[src/rtl/uep_regs.vh]
`ifndef UEP_REGS_VH
`define UEP_REGS_VH
// register byte addresses (word aligned)
`define UEP_EP_BASE        8'h00
`define UEP_PWM_CON        8'h40
`define UEP_IRQ_STAT       8'h44
`define UEP_IRQ_CLR        8'h48
`define UEP_IRQ_EN         8'h4c
`define UEP_MODE           8'h50
// endpoint control fields
`define UEP_EP_HSHK        0
`define UEP_EP_STALL       1
`define UEP_EP_TXEN        2
`define UEP_EP_RXEN        3
`define UEP_EP_CONDIS      4
`define UEP_EP_RETRYD      6
`define UEP_EP_LSDIR       7
`define UEP_EP_RESET       16'h0000
// pwm control fields
`define UEP_PWM_VBUS_COUNTER_ENABLE      8
`define UEP_PWM_POL        9
`define UEP_PWM_EN         15
`define UEP_PWM_RESET      16'h0000
// interrupt status bits
`define UEP_IRQ_STALL      0
`define UEP_IRQ_REFUSE     1
`define UEP_IRQ_SETUPREJ   2
// token pids
`define UEP_TOK_OUT        2'h0
`define UEP_TOK_IN         2'h1
`define UEP_TOK_SETUP      2'h2
`endif

[src/rtl/uep_ctrl.v]
// Local design decisions: the Avalon-MM slave port and the register addresses.
`timescale 1ns/1ps
`default_nettype none
`include "uep_regs.vh"
// Contract
// - sixteen endpoint registers, upper byte zero
// - ep0 bit7 enables direct low-speed link
// - ep0 bit6 disables automatic nak retry
// - bits 7,6 only ep0 in host mode
// - bit4 forbids setup when tx and rx
// - bit3 enables endpoint reception
// - bit2 enables endpoint transmission
// - bit1 reports endpoint stall status
// - bit0 enables handshake packets
// - pwm bit15 enables generator, else output held at bit9 level
// - pwm bit9 selects output polarity
// - pwm bit8 enables counter; others zero
module uep_ctrl (
    input  wire        mclk,
    input  wire        reset,
    input  wire [7:0]  avs_address,
    input  wire        avs_read,
    input  wire        avs_write,
    input  wire [31:0] avs_writedata,
    input  wire [3:0]  avs_byteenable,
    output reg  [31:0] avs_readdata,
    output wire        avs_waitrequest,
    input  wire        tok_valid,
    input  wire [1:0]  tok_pid,
    input  wire [3:0]  tok_ep,
    input  wire        stall_event,
    input  wire [3:0]  stall_ep,
    output reg         tok_accept,
    output reg         tok_handshake,
    output reg         low_speed_direct_enable,
    output reg         nak_retry_enable,
    output wire        vbus_pwm_out,
    output wire        irq
);
    reg  [15:0] ep_r [0:15];
    reg  [15:0] vbus_pwm_control_r;
    reg  [2:0]  irq_stat_r;
    reg  [2:0]  irq_en_r;
    reg         host_mode_r;
    reg         ack_r;
    wire        req;
    wire        wr;
    wire        is_ep;
    wire [3:0]  ep_idx;
    wire [15:0] tok_reg;
    wire [2:0]  ev;
    reg  [31:0] rd_nxt;
    reg         acc_nxt;
    reg         setup_rej;
    integer     i;

    // mask of writable endpoint bits for a given index
    function [15:0] ep_mask;
        input [3:0] idx;
        input       host;
        begin
            ep_mask = 16'h001f;
            if (idx == 4'h0 && host) begin
                ep_mask = 16'h00df;
            end
        end
    endfunction

    // one cycle of wait, then the answer
    assign req             = avs_read | avs_write;
    assign avs_waitrequest = req & ~ack_r;
    assign wr              = avs_write & ~ack_r;
    assign is_ep           = (avs_address[7:6] == 2'b00);
    assign ep_idx          = avs_address[5:2];
    assign tok_reg         = ep_r[tok_ep];

    always @(posedge mclk or posedge reset) begin
        if (reset) begin
            ack_r <= 1'b0;
        end else begin
            ack_r <= req & ~ack_r;
        end
    end

    always @(posedge mclk or posedge reset) begin
        if (reset) begin
            for (i = 0; i < 16; i = i + 1) begin
                ep_r[i] <= `UEP_EP_RESET;
            end
            vbus_pwm_control_r <= `UEP_PWM_RESET;
            irq_en_r           <= 3'h0;
            host_mode_r        <= 1'b0;
        end else begin
            if (wr && avs_byteenable[0] && is_ep) begin
                // stall bit stays hardware owned; write keeps it
                ep_r[ep_idx] <= (avs_writedata[15:0] & ep_mask(ep_idx, host_mode_r)
                                & ~(16'h0001 << `UEP_EP_STALL))
                                | (ep_r[ep_idx] & (16'h0001 << `UEP_EP_STALL));
            end
            if (wr && avs_address == `UEP_PWM_CON && avs_byteenable[1]) begin
                vbus_pwm_control_r <= avs_writedata[15:0] & 16'h8300;
            end
            if (wr && avs_address == `UEP_IRQ_EN && avs_byteenable[0]) begin
                irq_en_r <= avs_writedata[2:0];
            end
            if (wr && avs_address == `UEP_MODE && avs_byteenable[0]) begin
                host_mode_r <= avs_writedata[0];
                if (!avs_writedata[0]) begin
                    ep_r[0][7:6] <= 2'b00;
                end
            end
            if (stall_event) begin
                ep_r[stall_ep][`UEP_EP_STALL] <= 1'b1;
            end
            if (wr && avs_byteenable[0] && is_ep && stall_event && stall_ep == ep_idx) begin
                ep_r[ep_idx][`UEP_EP_STALL] <= 1'b1;
            end
        end
    end

    // token admission decisions
    always @* begin
        acc_nxt   = 1'b0;
        setup_rej = 1'b0;
        case (tok_pid)
            `UEP_TOK_OUT: acc_nxt = tok_reg[`UEP_EP_RXEN];
            `UEP_TOK_IN:  acc_nxt = tok_reg[`UEP_EP_TXEN];
            `UEP_TOK_SETUP: begin
                acc_nxt = tok_reg[`UEP_EP_RXEN] & tok_reg[`UEP_EP_TXEN]
                          & ~tok_reg[`UEP_EP_CONDIS];
                setup_rej = ~acc_nxt;
            end
            default: acc_nxt = 1'b0;
        endcase
    end

    assign ev = {setup_rej & tok_valid, ~acc_nxt & tok_valid, stall_event};

    always @(posedge mclk or posedge reset) begin
        if (reset) begin
            tok_accept              <= 1'b0;
            tok_handshake           <= 1'b0;
            low_speed_direct_enable <= 1'b0;
            nak_retry_enable        <= 1'b0;
            irq_stat_r              <= 3'h0;
        end else begin
            tok_accept    <= tok_valid & acc_nxt;
            tok_handshake <= tok_valid & acc_nxt & tok_reg[`UEP_EP_HSHK];
            low_speed_direct_enable <= host_mode_r & ep_r[0][`UEP_EP_LSDIR];
            nak_retry_enable        <= host_mode_r & ~ep_r[0][`UEP_EP_RETRYD];
            if (wr && avs_address == `UEP_IRQ_CLR && avs_byteenable[0]) begin
                irq_stat_r <= (irq_stat_r & ~avs_writedata[2:0]) | ev;
            end else begin
                irq_stat_r <= irq_stat_r | ev;
            end
        end
    end

    assign irq = |(irq_stat_r & irq_en_r);

    always @* begin
        rd_nxt = 32'h00000000;
        if (is_ep) begin
            rd_nxt = {16'h0000, ep_r[ep_idx]};
        end else begin
            case (avs_address)
                `UEP_PWM_CON:  rd_nxt = {16'h0000, vbus_pwm_control_r};
                `UEP_IRQ_STAT: rd_nxt = {29'h0, irq_stat_r};
                `UEP_IRQ_EN:   rd_nxt = {29'h0, irq_en_r};
                `UEP_MODE:     rd_nxt = {31'h0, host_mode_r};
                default:       rd_nxt = 32'h00000000;
            endcase
        end
    end

    always @(posedge mclk or posedge reset) begin
        if (reset) begin
            avs_readdata <= 32'h00000000;
        end else if (avs_read && !ack_r) begin
            avs_readdata <= rd_nxt;
        end
    end

    uep_pwm u_pwm (
        .mclk    (mclk),
        .reset   (reset),
        .gen_en  (vbus_pwm_control_r[`UEP_PWM_EN]),
        .cnt_en  (vbus_pwm_control_r[`UEP_PWM_VBUS_COUNTER_ENABLE]),
        .pol     (vbus_pwm_control_r[`UEP_PWM_POL]),
        .duty    (8'h80),
        .pwm_out (vbus_pwm_out)
    );
endmodule
`default_nettype wire

[src/rtl/uep_pwm.v]
`timescale 1ns/1ps
`default_nettype none
`include "uep_regs.vh"
// vbus pwm output stage: counter and compare gated by control bits
module uep_pwm (
    input  wire        mclk,
    input  wire        reset,
    input  wire        gen_en,
    input  wire        cnt_en,
    input  wire        pol,
    input  wire [7:0]  duty,
    output reg         pwm_out
);
    reg  [7:0] cnt_r;
    wire       act;

    assign act = (cnt_r < duty);

    always @(posedge mclk or posedge reset) begin
        if (reset) begin
            cnt_r   <= 8'h00;
            pwm_out <= 1'b0;
        end else begin
            if (gen_en && cnt_en) begin
                cnt_r <= cnt_r + 8'h01;
            end
            if (gen_en) begin
                pwm_out <= act ^ pol;
            end else begin
                pwm_out <= pol;
            end
        end
    end
endmodule
`default_nettype wire

[config.mk]
export PLATFORM = sky130hd
export DESIGN_NAME = uep_ctrl
export DESIGN_NICKNAME = d
export VERILOG_FILES = /design/src/rtl/uep_ctrl.v /design/src/rtl/uep_pwm.v
export VERILOG_INCLUDE_DIRS = /design/src /design/src/rtl
export SDC_FILE = /design/constraint.sdc
export NUM_CORES = 1
export LEC_CHECK = 0
export BUFFER_PORTS_ARGS = -buffer_cell sky130_fd_sc_hd__buf_2
export CORE_MARGIN = 2
export CORE_UTILIZATION = 50
export CTS_BUF_LIST = sky130_fd_sc_hd__clkbuf_8
export CTS_CLUSTER_DIAMETER = 100
export DETAILED_ROUTE_END_ITERATION = 16
export PLACE_DENSITY = 0.71
export SLEW_MARGIN = 40
export SYNTH_ARGS = -nofsm -noshare
export SYNTH_HDL_FRONTEND = slang
export SYNTH_SLANG_ARGS = --single-unit
export TNS_END_PERCENT = 1
[constraint.sdc]
create_clock -name mclk -period 23.8 [get_ports mclk]
set_input_delay 3.57 -clock mclk [delete_from_list [all_inputs] [get_ports mclk]]
set_output_delay 3.57 -clock mclk [all_outputs]
set_load 0.05 [all_outputs]
Yosys cells after proc, flatten, opt, wreduce, memory -nomap -nowiden
Index checks and enable logic that the tools add are counted.
{"block": "totals", "in_bits": 60, "reg_bits": 312, "word_cells": 120, "out_inout_bits": 39}
{"block": "op_classes", "n_bitwise": 29, "addsub": 1, "eq_ne": 8, "order_cmp": 6, "n_reduce_logical": 22, "muxes": 26}
{"op": "2-to-1 mux 256 bit", "n": 3}
{"op": "bitwise OR 256 bit", "n": 2}
{"op": "bitwise mux 256 bit", "n": 1}
{"op": "demux 16 bit (select 4 bit)", "n": 3}
{"op": "binary-select mux 16 bit (select 4 bit)", "n": 2}
{"op": "2-to-1 mux 16 bit", "n": 5}
{"op": "case mux 16 bit (4 select lines)", "n": 1}
{"op": "== test 8 x 7 -> 1 bit, second input constant", "n": 5}
{"op": "logical AND 1 bit", "n": 17}
{"op": "bitwise AND 16 bit", "n": 1}
{"op": "bitwise OR 16 x 2 -> 16 bit", "n": 1}
{"op": "greater-or-equal comparator 5 bit, second input constant", "n": 3}
{"op": "NOT 4 -> 5 bit", "n": 3}
{"op": "bitwise AND 1 bit", "n": 10}
{"op": "< comparator 5 x 1 -> 1 bit, second input constant", "n": 2}
{"op": "2-to-1 mux 5 bit", "n": 2}
{"op": "adder 8 x 1 -> 8 bit, second input constant", "n": 1}
{"op": "< comparator 8 bit, second input constant", "n": 1}
{"op": "2-to-1 mux 2 bit", "n": 4}
{"op": "2-to-1 mux 8 bit", "n": 1}
{"op": "bitwise AND 3 bit", "n": 2}
{"op": "bitwise OR 3 bit", "n": 2}
{"op": "NOT 1 bit", "n": 5}
{"op": "== test 4 bit", "n": 1}
{"op": "12 further kinds", "n": 14}

Depth between registers and ports, before layout
{"block": "logic_depth", "ltp_word": 15, "ltp_mapped": 8}

By module
From an unflattened synthesis, not the netlist that was laid out.
{"block": "unflattened", "cells_unflattened": 942, "area_unflattened_um2": 13314.0}
{"module": "uep_ctrl", "cells_per_inst": 887, "seq_area_each_um2": 7181.9, "area_each_um2": 12713.4, "instances": 1}
{"module": "uep_pwm", "cells_per_inst": 55, "seq_area_each_um2": 225.2, "area_each_um2": 600.6, "instances": 1}

Worst setup path after synthesis
Ideal clock, no wire load.
{"block": "synth_path", "path_kind": "input to output", "startpoint": "input port avs_write", "endpoint": "output port avs_waitrequest", "slack_ns": 15.963, "required_time_ns": 20.230, "arrival_time_ns": 4.267, "stages": 2, "cell_sequence": "nor2_1 -> nor2_1"}
{"block": "synth_via", "elab_chain_len": 2}
{"item": "start: declaration", "line": "uep_ctrl.v:23", "source": "input wire avs_write,"}
{"item": "bitwise OR 1 bit", "line": "uep_ctrl.v:70", "source": "assign req = avs_read | avs_write;"}
{"item": "bitwise AND 1 bit", "line": "uep_ctrl.v:71", "source": "assign avs_waitrequest = req & ~ack_r;"}
{"item": "end: declaration", "line": "uep_ctrl.v:27", "source": "output wire avs_waitrequest,"}
No other way between the ends.

Worst setup path after layout
Same ends and word-level chain as after synthesis.

==> results.ini <==
[status]
outcome = completed

[timing]
worstMarginPinSlew_ps = 885
skew_ps = 27.3
slew_headroom_pct = 40.8
setup_tns_ps = 0
finalSetupViolCount = 0
hold_violations = 0
min_period_ps = 7660
finalCritPeriodShare_pct = 32.2
max_freq_ghz = 0.131
rsz0062_at_grt = false
slew_viol_final = 0

[clock_network]
cts_setup_buffers = 0
clkLatencyLatePin_ps = 570
clock_tree.root_cell = clkbuf_8
post_cts_resized = 0
htree_num_levels = 2
cts.sinks = 296
cts_tree = built
cts.reportedPaths.clkPinSlew_ps = 60
cts_made_buffers = 48
cts_buffer_depth = 3
cts_hold_buf = 0

[layout]
post_layout_nonfiller_instances = 1318
syn_to_final_growth_pct = 11.0
drive_gt1_share_pct = 31.6
fin_nets = 1010
diodes = 0

[routing]
first_pass_iters = 7
wl_per_cell_um = 21.9
postRouteWirelength_um = 28900
vias = 7488
vias_per_cell = 5.68
drc = 0
drtAntennaViolNets = 0
drtIter0Drc = 618

[global_route]
grt_pass1_wl_um = 45300
grt_use_total_pct = 22.2
grt_overflow_total = 0
grt_pass1_vias = 7755
grt_max_degree = 151
antenna_found_initial = 0

[logic_synthesis]
synth_area_per_cell_um2 = 14.7
ys_top_cells_by_count = dfrtp_1, and2_1, mux4_2
synth_seq_cells = 296
ys_seq_area_share_pct = 57.0
synth_top_area_share_pct = 57.0
synth_flop_cell = dfrtp_1
ys_async_sr_fraction_pct = 100
ys_types = 49
synthTopCellsByArea = dfrtp_1, mux4_2, mux2_2
netlist_area_um2 = 13000
syn_inst = 885
yosys.area.top_type = dfrtp_1
synth_edf_count = 0
yosysMostFrequentCell = dfrtp_1
ys_warn_count = 0

[power_and_ir_drop]
vdd_drop_max_uv = 35.6
powerDensity_nw_per_um2 = 70.1
p_leak_nw = 7.06
p_total_mw = 1.01

[worst_setup_path]
arrival_ps = 4090
crit_family = buffers and inverters
endpoint_kind = output port
cpMaxStageDelayCell = buf_2
crit_path_start_kind = input pin
cp_cell_sequence = buf_2 > nor2_1 > nor2_1 > buf_2
worst-path-buf-inv = 2
path_class = in -> out
critPathMaxStageDelay_ps = 280
critPathRequiredTime_ps = 20230
cp_max_fo = 3

[die]
die_area_um2 = 27300
die_y_um = 165
core-area_um2 = 25800
num_rows = 59
start_util_pct = 50.5
num_io_pins = 99
die_x_um = 165

[placed_design]
dp.final_hpwl_um = 17100
gp_congestion = 0.776
dpl.cell_count = 1234
portBuffers = 58

[run]
cap_violations = 0

[hold_path]
hp-class = reg -> reg

## final timing paths
kind / cells after the start / to / slack (ps) / start
setup / recovery: 4 / avs_waitrequest / 16140 / avs_write
hold / removal: 1 / u_pwm.cnt_r[2]$_DFFE_PP0P_ / 470 / u_pwm.cnt_r[2]$_DFFE_PP0P_
setup reg to reg: 6 / flop / 21130 / ack_r$_DFF_PP0_
hold reg to reg: 1 / u_pwm.cnt_r[2]$_DFFE_PP0P_ / 470 / u_pwm.cnt_r[2]$_DFFE_PP0P_
max in group asynchronous: 4 / async pin / 18820 / reset
min in group asynchronous: 2 / avs_readdata[12]$_DFFE_PP0P_ / 3170 / reset
## area by class of cell
| cell class | instances | area [µm²] |
|---|---|---|
| Clock buffer | 58 | 798 |
| Clock inverter | 26 | 109 |
| Fill cell | 2007 | 11300 |
| Inverter | 7 | 38.8 |
| Multi-Input combinational cell | 530 | 5300 |
| Sequential cell | 296 | 7410 |
| Tap cell | 335 | 419 |
| Timing Repair Buffer | 66 | 369 |
## layout by cell type (no fill, tap or decap), types with 4 or more instances in the layout
cell / n
a22o_1: 10
clkbuf_8: 58
mux2i_1: 12
nand3_1: 7
mux2_2: 70
o21bai_1: 9
dfrtp_1: 296
nand2b_1: 5
nor2_1: 10
buf_4: 8
conb_1: 16
mux4_2: 91
and2_1: 102
nor3_1: 4
nor2_4: 4
inv_1: 27
nand2_1: 37
and3_1: 4
buf_2: 55
nor2b_1: 88
a31o_2: 4
a221o_1: 4
xnor2_1: 5
mux4_1: 4
## stage by stage
step | hold slack, ps | util (%) | cell area, µm² | worst slack, ps
floorplan | 420 | - | 13100 | 12050
global placement | 436 | 52.3 | 13500 | 16150
detailed placement | 457 | 52.5 | 13500 | 16140
CTS | 469 | 56.0 | 14400 | 16140
global route | 488 | 56.0 | 14400 | 16090
finish | 470 | 56.0 | 14400 | 16140
## kinds of logic (layout without fill, tap and decap cells)
logic type      Yosys count  count (layout)  synth area share [%]
other cells               1              16                0.0288
mux                     177             177                  23.6
fa+ha+maj                 1               1                0.0962
compound gates           48              48                  3.08
flops                   296             296                  57.0
buf+inv                  74             157                  3.14
xor+xnor                  8               8                 0.539
simple gates            280             280                  12.6
## power breakdown
group          leakage (nW)  internal [mW]  switching [mW]
registers              4.04          0.516         0.00816
clock network         0.541          0.219           0.195
logic                  2.48         0.0289          0.0446
total                  7.06          0.763           0.248
## per-layer routing
layer | global-route usage, % | routed length, µm
met2 | 34.2 | 13400
met5 | 0 | 0
met1 | 31.8 | 12700
met4 | 6.25 | 652
met3 | 5.27 | 2090
(Power assumes the default switching activity.)
